## src/design/drive_sup_pkg.sv

```systemverilog
// Purpose: Shared constants, types and register map of the drive supervisor
// Assumes: 200 MHz core clock, APB slave with 32-bit data
// Notes:   Loop periods are derived from one base tick
package drive_sup_pkg;

  // Clock and loop timing
  localparam int unsigned CLK_MHZ         = 200;
  localparam int unsigned SPEED_PERIOD_MS = 5;
  localparam int unsigned OUTER_PERIOD_MS = 20;
  localparam int unsigned SPEED_CYCLES    = SPEED_PERIOD_MS * 1000 * CLK_MHZ;
  localparam int unsigned OUTER_RATIO     = OUTER_PERIOD_MS / SPEED_PERIOD_MS;

  // Register byte offsets
  localparam logic [7:0] CTRL_OFS   = 8'h00;
  localparam logic [7:0] STATUS_OFS = 8'h04;
  localparam logic [7:0] PRESET_OFS = 8'h10; // Presets 1..8 at 0x10..0x2C
  localparam logic [7:0] NETREF_OFS = 8'h30;
  localparam logic [7:0] OUTFB_OFS  = 8'h34;

  // Control field positions
  localparam int unsigned REG_TYPE_BIT = 0;
  localparam int unsigned FB_SEL_BIT   = 1;
  localparam int unsigned LEAD_LSB     = 2;
  localparam int unsigned TRIM_SEL_LSB = 4;
  localparam int unsigned RMI_EN_BIT   = 8;

  localparam logic [31:0] CTRL_RESET = 32'h0000_0000;
  localparam logic [15:0] WORD_ZERO  = 16'h0000;
  localparam logic [3:0]  TRIM_SEL_MAX = 4'h8;

  // Regulation type codes
  typedef enum logic {VOLTS_HZ = 1'b0, VECTOR_CODE = 1'b1} reg_type_t;
  // Speed feedback flavour within vector regulation
  typedef enum logic {ENCODER_VEC = 1'b0, ESTIMATED_VEC = 1'b1} vec_mode_t;
  // Option board presence
  typedef enum logic [1:0] {
    BOARD_NONE = 2'h0, BOARD_NET = 2'h1, BOARD_METER = 2'h2
  } board_t;
  // Outer feedback filter modes
  typedef enum logic [1:0] {
    FILT_NULL = 2'h0, FILT_LEAD_LAG = 2'h1, FILT_LAG_LEAD = 2'h2
  } filt_t;

  // Control configuration carried as one struct
  typedef struct packed {
    logic        meterEnSel;   // 1: meter digital input, 0: speed loop enable
    logic [3:0]  trimSel;
    filt_t       filtMode;
    logic        fbSpeedPi;    // 1: speed PI output, 0: terminal analog
    reg_type_t   regType;
  } ctrl_t;

  // Analog and speed quantities from the regulator
  typedef struct packed {
    logic signed [15:0] termAnalog;
    logic signed [15:0] meterAnalog;
    logic signed [15:0] speedPiOut;
    logic signed [15:0] encSpeed;
    logic signed [15:0] estSpeed;
  } meas_t;

  // Compensation terms added to the torque reference
  typedef struct packed {
    logic signed [15:0] inertia;
    logic signed [15:0] losses;
    logic signed [15:0] compound;
  } comp_t;

endpackage : drive_sup_pkg

```

## src/design/drive_outer_loop_supervisor.sv

```systemverilog
// Purpose: Supervisor of regulation mode, loop pacing and outer trim loop
// Assumes: Single core clock, APB register access, inputs synchronous
// Notes:   Numeric PI and modulator internals live outside this block
//
// Overview of operation
// Regulation type bit selects volts-per-hertz or vector regulation.
// Volts-per-hertz runs open loop; voltage follows frequency and motor data.
// Vector regulation issues a speed loop update every 5 ms.
// The outer trim loop updates every 20 ms.
// Encoder mode uses encoder speed; estimated mode uses estimated speed.
// Outer loop output only trims the speed loop reference.
// Network board present: trim reference from selected network register.
// Meter board: select 0 gives meter analog, 1..8 give presets.
// No board: select 0 gives preset eight, 1..8 give presets.
// Outer feedback is terminal analog by default or speed PI output.
// Feedback passes a lead/lag, lag/lead or null filter stage.
// Network board: outer enable follows a control word bit.
// Meter board: enable follows meter input or speed loop enable.
// No board: enable follows running controllers, off when stopped.
// Outer loop operates only while running and enabled, else reset.
// Speed loop adds inertia, losses and compounding terms to torque.
// Vector torque loop output drives the PWM gate commands.
// Both loop ticks come from one counter; outer is every fourth.
//
// The APB slave port and the address map were left to the implementer.
`timescale 1ns/1ps
module drive_outer_loop_supervisor #(
  parameter int unsigned SPEED_TICK = drive_sup_pkg::SPEED_CYCLES,
  parameter int unsigned W          = 16
) (
  // Clock and reset
  input  wire logic                       core_clk,
  input  wire logic                       rst,
  // APB slave
  input  wire logic                       psel,
  input  wire logic                       penable,
  input  wire logic                       pwrite,
  input  wire logic [7:0]                 paddr,
  input  wire logic [31:0]                pwdata,
  output logic      [31:0]                prdata,
  output logic                            pready,
  output logic                            pslverr,
  // Option board and drive state
  input  wire drive_sup_pkg::board_t      board,
  input  wire drive_sup_pkg::vec_mode_t   vecMode,
  input  wire logic                       netCtrlEnBit,
  input  wire logic                       meterEnIn,
  input  wire logic                       driveRunning,
  // Measurements and references
  input  wire drive_sup_pkg::meas_t       meas,
  input  wire drive_sup_pkg::comp_t       comp,
  input  wire logic signed [15:0]         speedRefIn,
  input  wire logic signed [15:0]         speedPiTorque,
  input  wire logic signed [15:0]         torqueLoopOut,
  input  wire logic signed [15:0]         vhzVoltage,
  // Loop pacing and results
  output logic                            speedTick,
  output logic                            outerTick,
  output logic                            openLoop,
  output logic                            outerActive,
  output logic signed [15:0]              speedFbk,
  output logic signed [15:0]              trimmedSpeedRef,
  output logic signed [15:0]              torqueRef,
  output logic signed [15:0]              gateCmd
);
  import drive_sup_pkg::*;

  initial begin
    if (SPEED_TICK < 2) $error("SPEED_TICK too small");
    if (W != 16) $error("W must be 16");
  end

  // Register state
  ctrl_t              ctrl_q;
  logic signed [15:0] preset_q [8];
  logic signed [15:0] netRef_q;
  logic [31:0]        tickCnt_q;
  logic [1:0]         subCnt_q;
  logic signed [15:0] outer_q;

  // Decodes
  logic        wrEn;
  logic        rdEn;
  logic        presetHit;
  logic [2:0]  presetIdx;
  logic        addrOk;
  logic        isVector;
  logic        tickWrap;
  logic        outerEn;
  logic        outerRun;
  logic signed [15:0] outerRef;
  logic signed [15:0] outerFbRaw;
  logic signed [15:0] outerFbFilt;
  logic signed [15:0] outerErr;
  logic [3:0]  sel;
  logic [31:0] rdMux;

  // Preset lookup: code 0 maps to preset eight, 1..8 map directly
  function automatic logic signed [15:0] pickPreset(
    input logic [3:0] s,
    input logic signed [15:0] p [8]);
    logic [2:0] i;
    i = (s == 4'h0 || s > TRIM_SEL_MAX) ? 3'h7 : 3'(s - 4'h1);
    return p[i];
  endfunction : pickPreset

  // APB decode
  assign wrEn      = psel && penable && pwrite;
  assign rdEn      = psel && penable && !pwrite;
  assign presetHit = paddr >= PRESET_OFS && paddr < NETREF_OFS;
  assign presetIdx = 3'((paddr - PRESET_OFS) >> 2);
  assign addrOk    = (paddr[1:0] == 2'b00) &&
                     (paddr == CTRL_OFS || paddr == STATUS_OFS ||
                      presetHit || paddr == NETREF_OFS ||
                      paddr == OUTFB_OFS);

  // Read data selection
  assign rdMux =
    (paddr == CTRL_OFS)   ? 32'(ctrl_q) :
    (paddr == STATUS_OFS) ? {26'h000_0000, outerActive, openLoop,
                             board, vecMode, isVector} :
    presetHit             ? {16'h0000, preset_q[presetIdx]} :
    (paddr == NETREF_OFS) ? {16'h0000, netRef_q} :
    (paddr == OUTFB_OFS)  ? {16'h0000, outer_q} : 32'h0000_0000;

  // Control register and reference writes
  always_ff @(posedge core_clk) begin
    if (rst) begin
      ctrl_q   <= ctrl_t'(CTRL_RESET[8:0]);
      netRef_q <= WORD_ZERO;
    end else if (wrEn && paddr == CTRL_OFS) begin
      ctrl_q   <= ctrl_t'(pwdata[8:0]);
    end else if (wrEn && paddr == NETREF_OFS) begin
      netRef_q <= pwdata[15:0];
    end
  end

  // Preset speed storage, one word each
  for (genvar g = 0; g < 8; g++) begin : gPreset
    always_ff @(posedge core_clk) begin
      if (rst) begin
        preset_q[g] <= WORD_ZERO;
      end else if (wrEn && presetHit && presetIdx == 3'(g)) begin
        preset_q[g] <= pwdata[15:0];
      end
    end
  end

  // APB answer: zero wait states, error on unmapped address
  always_ff @(posedge core_clk) begin
    if (rst) begin
      pready  <= 1'b0;
      pslverr <= 1'b0;
      prdata  <= 32'h0000_0000;
    end else begin
      pready  <= psel && !penable;
      pslverr <= psel && !penable && !addrOk;
      prdata  <= (psel && !penable && !pwrite) ? rdMux : 32'h0000_0000;
    end
  end

  // Mode decode
  assign isVector = ctrl_q.regType == VECTOR_CODE;

  // Common pacing counter for both loops
  assign tickWrap = tickCnt_q == SPEED_TICK - 1;
  always_ff @(posedge core_clk) begin
    if (rst || !isVector) begin
      tickCnt_q <= 32'h0000_0000;
      subCnt_q  <= 2'h0;
    end else if (tickWrap) begin
      tickCnt_q <= 32'h0000_0000;
      subCnt_q  <= subCnt_q + 2'h1;
    end else begin
      tickCnt_q <= tickCnt_q + 32'h0000_0001;
    end
  end

  // Tick strobes, outer every OUTER_RATIO speed ticks
  always_ff @(posedge core_clk) begin
    if (rst) begin
      speedTick <= 1'b0;
      outerTick <= 1'b0;
    end else begin
      speedTick <= isVector && tickWrap;
      outerTick <= isVector && tickWrap &&
                   subCnt_q == 2'(OUTER_RATIO - 1);
    end
  end

  // Outer loop reference by option board
  assign sel = ctrl_q.trimSel;
  assign outerRef =
    (board == BOARD_NET) ? netRef_q :
    (board == BOARD_METER && sel == 4'h0) ? meas.meterAnalog :
    pickPreset(sel, preset_q);

  // Outer loop enable by option board
  assign outerEn =
    (board == BOARD_NET)   ? netCtrlEnBit :
    (board == BOARD_METER) ? (ctrl_q.meterEnSel ? meterEnIn
                                                : driveRunning) :
    driveRunning;
  assign outerRun = isVector && driveRunning && outerEn;

  // Feedback source
  assign outerFbRaw = ctrl_q.fbSpeedPi ? meas.speedPiOut
                                       : meas.termAnalog;

  lead_lag_filter #(
    .W     (W),
    .SHIFT (2)
  ) uFilt (
    .core_clk (core_clk),
    .rst      (rst),
    .hold     (!outerRun),
    .update   (outerTick),
    .mode     (ctrl_q.filtMode),
    .din      (outerFbRaw),
    .dout     (outerFbFilt)
  );

  assign outerErr = 16'(outerRef - outerFbFilt);

  // Outer loop state, held in reset when not running or disabled
  always_ff @(posedge core_clk) begin
    if (rst || !outerRun) begin
      outer_q <= WORD_ZERO;
    end else if (outerTick) begin
      outer_q <= 16'(outer_q + (outerErr >>> 3));
    end
  end

  // Loop outputs
  always_ff @(posedge core_clk) begin
    if (rst) begin
      openLoop        <= 1'b1;
      outerActive     <= 1'b0;
      speedFbk        <= WORD_ZERO;
      trimmedSpeedRef <= WORD_ZERO;
      torqueRef       <= WORD_ZERO;
      gateCmd         <= WORD_ZERO;
    end else begin
      openLoop    <= !isVector;
      outerActive <= outerRun;
      speedFbk    <= !isVector ? WORD_ZERO :
                     (vecMode == ENCODER_VEC) ? meas.encSpeed
                                              : meas.estSpeed;
      trimmedSpeedRef <= 16'(speedRefIn + outer_q);
      torqueRef <= 16'(speedPiTorque + comp.inertia + comp.losses
                       + comp.compound);
      gateCmd   <= isVector ? torqueLoopOut : vhzVoltage;
    end
  end
endmodule : drive_outer_loop_supervisor

```

## src/design/lead_lag_filter.sv

```systemverilog
// Purpose: First-order lead/lag stage for the outer loop feedback
// Assumes: Update strobe once per outer period
// Notes:   Null mode passes input unchanged; state cleared by hold
`timescale 1ns/1ps
module lead_lag_filter #(
  parameter int unsigned W     = 16,
  parameter int unsigned SHIFT = 2
) (
  // Clock and reset
  input  wire logic                core_clk,
  input  wire logic                rst,
  // Control
  input  wire logic                hold,
  input  wire logic                update,
  input  wire drive_sup_pkg::filt_t mode,
  // Data
  input  wire logic signed [W-1:0] din,
  output logic signed [W-1:0]      dout
);
  import drive_sup_pkg::*;

  initial begin
    if (W < 4 || SHIFT >= W) $error("lead_lag_filter: bad width");
  end

  logic signed [W-1:0] avg_q;
  logic signed [W-1:0] avg_d;
  logic signed [W-1:0] diff;
  logic signed [W-1:0] yOut;

  // Low-pass state and lead/lag combination
  assign diff  = din - avg_q;
  assign avg_d = avg_q + (diff >>> SHIFT);
  assign yOut  = (mode == FILT_LEAD_LAG) ? W'(din + (diff >>> 1)) :
                 (mode == FILT_LAG_LEAD) ? avg_d : din;

  // State update on each outer tick, cleared while held
  always_ff @(posedge core_clk) begin
    if (rst || hold) begin
      avg_q <= '0;
      dout  <= '0;
    end else if (update) begin
      avg_q <= avg_d;
      dout  <= yOut;
    end
  end
endmodule : lead_lag_filter
```

## config.mk

```make
export PLATFORM = sky130hd
export DESIGN_NAME = drive_outer_loop_supervisor
export DESIGN_NICKNAME = d
export VERILOG_FILES = /design/src/design/drive_sup_pkg.sv /design/src/design/drive_outer_loop_supervisor.sv /design/src/design/lead_lag_filter.sv
export SDC_FILE = /design/constraint.sdc
export NUM_CORES = 1
export LEC_CHECK = 0
export BUFFER_PORTS_ARGS = -buffer_cell sky130_fd_sc_hd__buf_2
export CORE_AREA = 2 2 294 296
export DETAILED_ROUTE_END_ITERATION = 8
export DIE_AREA = 0 0 296 298
export PLACE_DENSITY = 0.39
export SETUP_SLACK_MARGIN = 0.15
export SYNTH_ARGS = -nofsm -noshare
export SYNTH_HDL_FRONTEND = slang
export SYNTH_SLANG_ARGS = --single-unit
```

## constraint.sdc

```tcl
create_clock -name core_clk -period 10.2 [get_ports core_clk]
set_input_delay 2.55 -clock core_clk [delete_from_list [all_inputs] [get_ports core_clk]]
set_output_delay 2.55 -clock core_clk [all_outputs]
set_load 0.03 [all_outputs]
```

== After elaboration in Yosys (flattened, before gate mapping) ==
Index checks and enable logic that the tools add are counted.
Storage, ports and cells
  input bits: 243
  bits in registers: 337
Cells by class
  magnitude comparators: 5
  reductions and logical operators: 45
  muxes and demuxes: 22
  bitwise logic cells: 5
  add/subtract/negate cells: 13
  equality and inequality tests: 16
Operators with widths (count)
  16-bit two-way mux: 14
  16-bit binary-select mux with 3-bit select: 2
  16-bit adder: 4
  32-bit by 1-bit adder with 32-bit output, second input constant: 1
  32-bit by 20-bit equality test with 1-bit output, second input constant: 1
  16-bit subtractor: 2
  1-bit logical AND: 23
  9-bit two-way mux: 2
  16-bit by 13-bit adder with 16-bit output: 1
  16-bit by 14-bit adder with 16-bit output: 1
  16-bit by 15-bit adder with 16-bit output: 1
  8-bit by 6-bit equality test with 1-bit output, second input constant: 2
  3-bit equality test, second input constant: 4
  8-bit by 3-bit equality test with 1-bit output, second input constant: 1
  4-bit >= comparator, second input constant: 2
  8-bit by 5-bit >= comparator with 1-bit output, second input constant: 1
  8-bit zero test: 1
  8-bit by 6-bit less-than comparator with 1-bit output, second input constant: 1
  3-bit inverter with 4-bit output: 2
  1-bit logical OR: 7
  2-bit equality test, second input constant: 3
  3-bit by 2-bit equality test with 1-bit output, second input constant: 2
  2-bit OR reduction: 3
  6-bit OR reduction: 1
  15 further kinds: 24

== Logic depth before layout (Yosys ltp) ==
  depth after elaboration: 11
  gate-level depth with buffers: 38
  mapped depth without buffers: 32

== By module ==
A second synthesis with hierarchy kept.
Unflattened totals
  cells, all modules: 2355
  area total of the unflattened synthesis: 19716.4 um2
By module, submodules not included
  drive_outer_loop_supervisor: cells each 1909, instances 1, area an instance 16159.2 um2
  lead_lag_filter: cells each 446, instances 1, area an instance 3557.2 um2

== Least setup slack after synthesis ==
No wires, ideal clock.
  kind: input to register
  start point: in board[0]
  end point: reg outer_q[15]
  setup time: 72 ps
  required time: 10128 ps
  arrival time: 7358 ps
  path slack: 2770 ps
  stages: 25
  cells stage by stage: nor2_1 > and3_1 > clkbuf_1 > clkbuf_1 > a21oi_1 > o21ai_0 > ha_1 > o21ai_0 > o21bai_1 > a21o_1 > a41o_1 > or3_1 > a21oi_1 > o21bai_1 > a21oi_1 > xnor2_1 > ha_1 > a31oi_1 > nand3_1 > o211ai_1 > o21ai_0 > and3_1 > or3_1 > mux2i_1 > mux2i_1
Between the ends
  word-level cells in the longest chain between the ends: 6
  elaborated cells between the ends (all ways): 12
  classes of those cells: 2 x add/sub; 2 x eq/ne; 4 x mux; 4 x reduce/logical
RTL lines
  from (decl): line drive_outer_loop_supervisor.sv:44  | input wire drive_sup_pkg::board_t board,
  2-bit equality test: line drive_outer_loop_supervisor.sv:195, drive_outer_loop_supervisor.sv:201
  1-bit logical AND / 1-bit two-way mux (equally long branches): line drive_outer_loop_supervisor.sv:195, drive_outer_loop_supervisor.sv:201
  16-bit two-way mux / 1-bit two-way mux (equally long branches): line drive_outer_loop_supervisor.sv:195, drive_outer_loop_supervisor.sv:200
  16-bit two-way mux / 1-bit logical AND (equally long branches): line drive_outer_loop_supervisor.sv:194, drive_outer_loop_supervisor.sv:204
  16-bit subtractor / 1-bit zero test (equally long branches): line drive_outer_loop_supervisor.sv:223, drive_outer_loop_supervisor.sv:227
  16-bit by 13-bit adder with 16-bit output / 1-bit logical OR (equally long branches): line drive_outer_loop_supervisor.sv:230, drive_outer_loop_supervisor.sv:227
  to (signal assigned): line drive_outer_loop_supervisor.sv:230  | outer_q <= 16'(outer_q + (outerErr >>> 3));
  to (decl): line drive_outer_loop_supervisor.sv:79  | logic signed [15:0] outer_q;
Several ways; a longest one is shown, not always the timed one.
A chain may end at the register's enable or synchronous reset.

== Worst setup path in the final report ==
Ends and elaborated chain as after synthesis.

==> key figures <==
Outcome
  • Status: completed

Cells and area
  • Nets: around 2900
  • Most common cell after layout, fill and taps aside: nand2_1
  • Fin cells: approximately 3700
  • Final instance area: 23740 um^2
  • Most frequent cells in the layout: 363 x nand2_1, 320 x dfxtp_1, 310 x buf_2, 248 x nor2_1, 238 x a21oi_1
  • Area Overhead vs Synth: 22.65%
  • Fill count: 9153
  • Layout cell share with drive strength beyond 1: 0.2056

Die
  • DIE WIDTH: 296 um
  • Initial cell density of the core: 0.2280
  • Total die area: 88210 um^2
  • Placeable Area: ~85000 um^2
  • Die height: around 300 um
  • Ports: approximately 350
  • Row count: 107

Yosys
  • Post-Syn Area: between 15000 and 20000 um^2
  • Top_reg_cell synth: dfxtp_1
  • Gate Count Post-Synth: between 2000 and 2500
  • Register bit count reported by yosys: around 320
  • Post-synth ARST share: 0
  • Sequential share of the synthesized area: 0.3320
  • YS warnings: 0
  • Post-synth EDFFs: 0
  • Mean area per synthesized cell: about 8.5 um^2
  • Netlist cell types: 75

CTS
  • CTS resizes: 0
  • CTS buffer count: 44
  • Clk_lat worst skew: about 0.59 ns
  • Worst-path clk slew: approximately 0.060 ns
  • Hold_buf cts: 0
  • Root Buffer: clkbuf_16
  • Total clock sinks: about 320
  • H-tree depth: 2
  • Clock buffer depth: 3
  • Post-CTS setup buffers: 0
  • TritonCTS clock tree: built

Setup path
  • Slowest Stage Delay on Critical Path: 0.82 ns
  • Most common cell on crit path: o21ai_0
  • Buffers & Inverters on Critical Path: 1
  • Worst setup SP type: primary input
  • Crit-path cells: buf_2 > nor2b_1 > o21ai_0 > ha_1 > o21ai_0 > o21bai_1 > a21o_1 > a41o_1 > or3_1 > a21oi_1 > o21bai_1 > a21oi_1 > xnor2_1 > ha_1 > a31oi_1 > nand3_1 > o211ai_1 > o21ai_0 > and3_1 > or3_1 > mux2i_1 > mux2i_1
  • Worst EP arrival: between 8 and 9 ns
  • Critical path's top delay family: compound AO/OA/AOI/OAI gates
  • Crit path max fanout: 15
  • Crit path kind: primary input to register
  • CP max-delay cell: nor2b_1
  • Critical path endpoint category: register
  • Reg2Reg Setup Slack: about 2.7 ns
  • Required @ worst endpoint: approximately 11 ns

Timing
  • RSZ-0062 raised after global routing: no
  • Final setup fails: 0
  • Crit share post-route: 0.7510
  • Hold Slack: approximately 0.46 ns
  • Final Max Tran Viols: 0
  • Maximum clock rate: between 100 and 150 MHz
  • Post-Route Setup TNS: 0 ns
  • Worst Slack Setup Final: about 2.5 ns
  • Fin. Hold Viols: 0
  • Final period demand of the worst path: approximately 7.7 ns
  • Slew @ Worst Pin: 1.224 ns
  • Max transition margin: 0.1816
  • Max Clock Skew: about 0.021 ns

Route
  • DRC errors left: 0
  • Pre-antenna DRT Iters: 5
  • Initial drt markers: 854
  • Via count: 17350
  • Final ANT Viol Nets: 0
  • Final WL: roughly 70000 um
  • DR vias/cell: around 4.7
  • DR WL/cell: 19.31 um

Power and ir drop
  • Seq pwr share: 0.349
  • Clock power share: 0.478
  • Combinational share of power: 0.173
  • Pleak: ~9 nW
  • Internal power: ~2.7 mW
  • NetSw: ~1.1 mW
  • PD cells: between 150 and 200 nW/um^2
  • VDD IR max: 0.00009653 V
  • Switching part of the total: 0.2842

Flow run
  • Maximum Capacitance Violations: 0

Placement
  • Place WS: around 2 ns
  • Placed wire-length estimate: approximately 52000 um
  • GP Congestion: between 0.8 and 0.9
  • # port buffers: between 300 and 400
  • Dpl cells: around 3600
  • Placed cell areas: 22060 um^2

Global route
  • Total global-route track usage: 0.1596
  • Pin count of the biggest net entering global routing: 66
  • Initial antenna violation count: 13
  • Vias in the first global route: approximately 17000
  • First-pass GRT wire length: 106800 um
  • GRT overflow: 0

Hold path
  • Hold WC Path Type: register to register
-- power groups by stage --
stage	clock, mW	combinational, mW	sequential [mW]
detailed placement	0	0.649	1.32
global route	1.89	0.713	1.30
finish	1.78	0.642	1.30
global placement	0	0.644	1.32
floorplan	0	0.388	1.39
CTS	1.84	0.653	1.30
-- synth_stat cells (14+ instances only) --
master	count	area share
a211oi_1	24	0.0093
xnor2_1	62	0.028
dfxtp_1	321	0.33
fa_1	35	0.036
nand3_1	30	0.0078
a21o_1	23	0.0089
o21ai_0	57	0.015
buf_4	17	0.0066
nor2_1	254	0.049
mux2i_1	112	0.058
o21bai_1	14	0.0054
a221oi_1	17	0.0077
nor3_1	42	0.011
mux4_2	47	0.055
and3_1	24	0.0078
a21oi_1	238	0.062
nor2b_1	21	0.0068
ha_1	106	0.069
xor2_1	53	0.024
nand2_1	363	0.070
inv_1	70	0.014
clkbuf_1	112	0.022
mux2_2	32	0.019
-- routing by layer --
layer,track usage,wire (um)
met4,0.04221,1594
met5,0,91
met2,0.2728,34150
met3,0.03312,4410
met1,0.2026,31410
-- flip-flops by register name (all words and copies together) (netlist names) --
name	flops
uFilt.avg_q	16
trimmedSpeedRef	16
uFilt.dout	16
torqueRef	16
pslverr	1
pready	1
openLoop	1
netRef_q	16
sel	4
preset_q	128
gateCmd	16
prdata	16
outerTick	1
outer_q	16
tickCnt_q	32
speedFbk	16
ctrl_q	4
outerActive	1
subCnt_q	2
isVector	1
speedTick	1
-- cells by family (layout without fill, tap and decap cells) --
kind of cell	after synthesis	in the layout	share of synthesized area
AND/OR/NAND/NOR	805	805	0.1774
AO/OA/AOI/OAI	481	481	0.1548
flip-flops	321	321	0.3320
buffers and inverters	220	492	0.04673
multiplexers	191	191	0.1312
adder cells (fa/ha/maj)	141	141	0.1047
XOR/XNOR	116	116	0.05288
other	1	21	0.0001937
-- stage by stage --
step	power (mW)	utilization
finish	3.715	0.2797
floorplan	1.777	-
detailed placement	1.972	0.2599
CTS	3.790	0.2795
global placement	1.968	0.2599
global route	3.899	0.2796
-- cell type report --
class | count | area, um^2 | area share
tap | 1144 | 1431 | 0.06029
timing repair buffer | 339 | 1773 | 0.07468
clock inverter | 24 | 417.9 | 0.01760
clock buffer | 57 | 1250 | 0.05265
sequential | 321 | 6427 | 0.2707
inverter | 72 | 270.3 | 0.01138
multi-input combinational | 1750 | 12160 | 0.5121
antenna | 5 | 12.51 | 0.0005270
-- final timing paths --
path	end	cells after the start	from
setup reg to reg	outer_q[15]	31	sel[0]
setup / recovery	outer_q[15]	22	board[0]
hold reg to reg	uFilt.dout[12]	1	uFilt.dout[12]
hold / removal	uFilt.dout[12]	1	uFilt.dout[12]
Power figures use the tool's default switching activity.
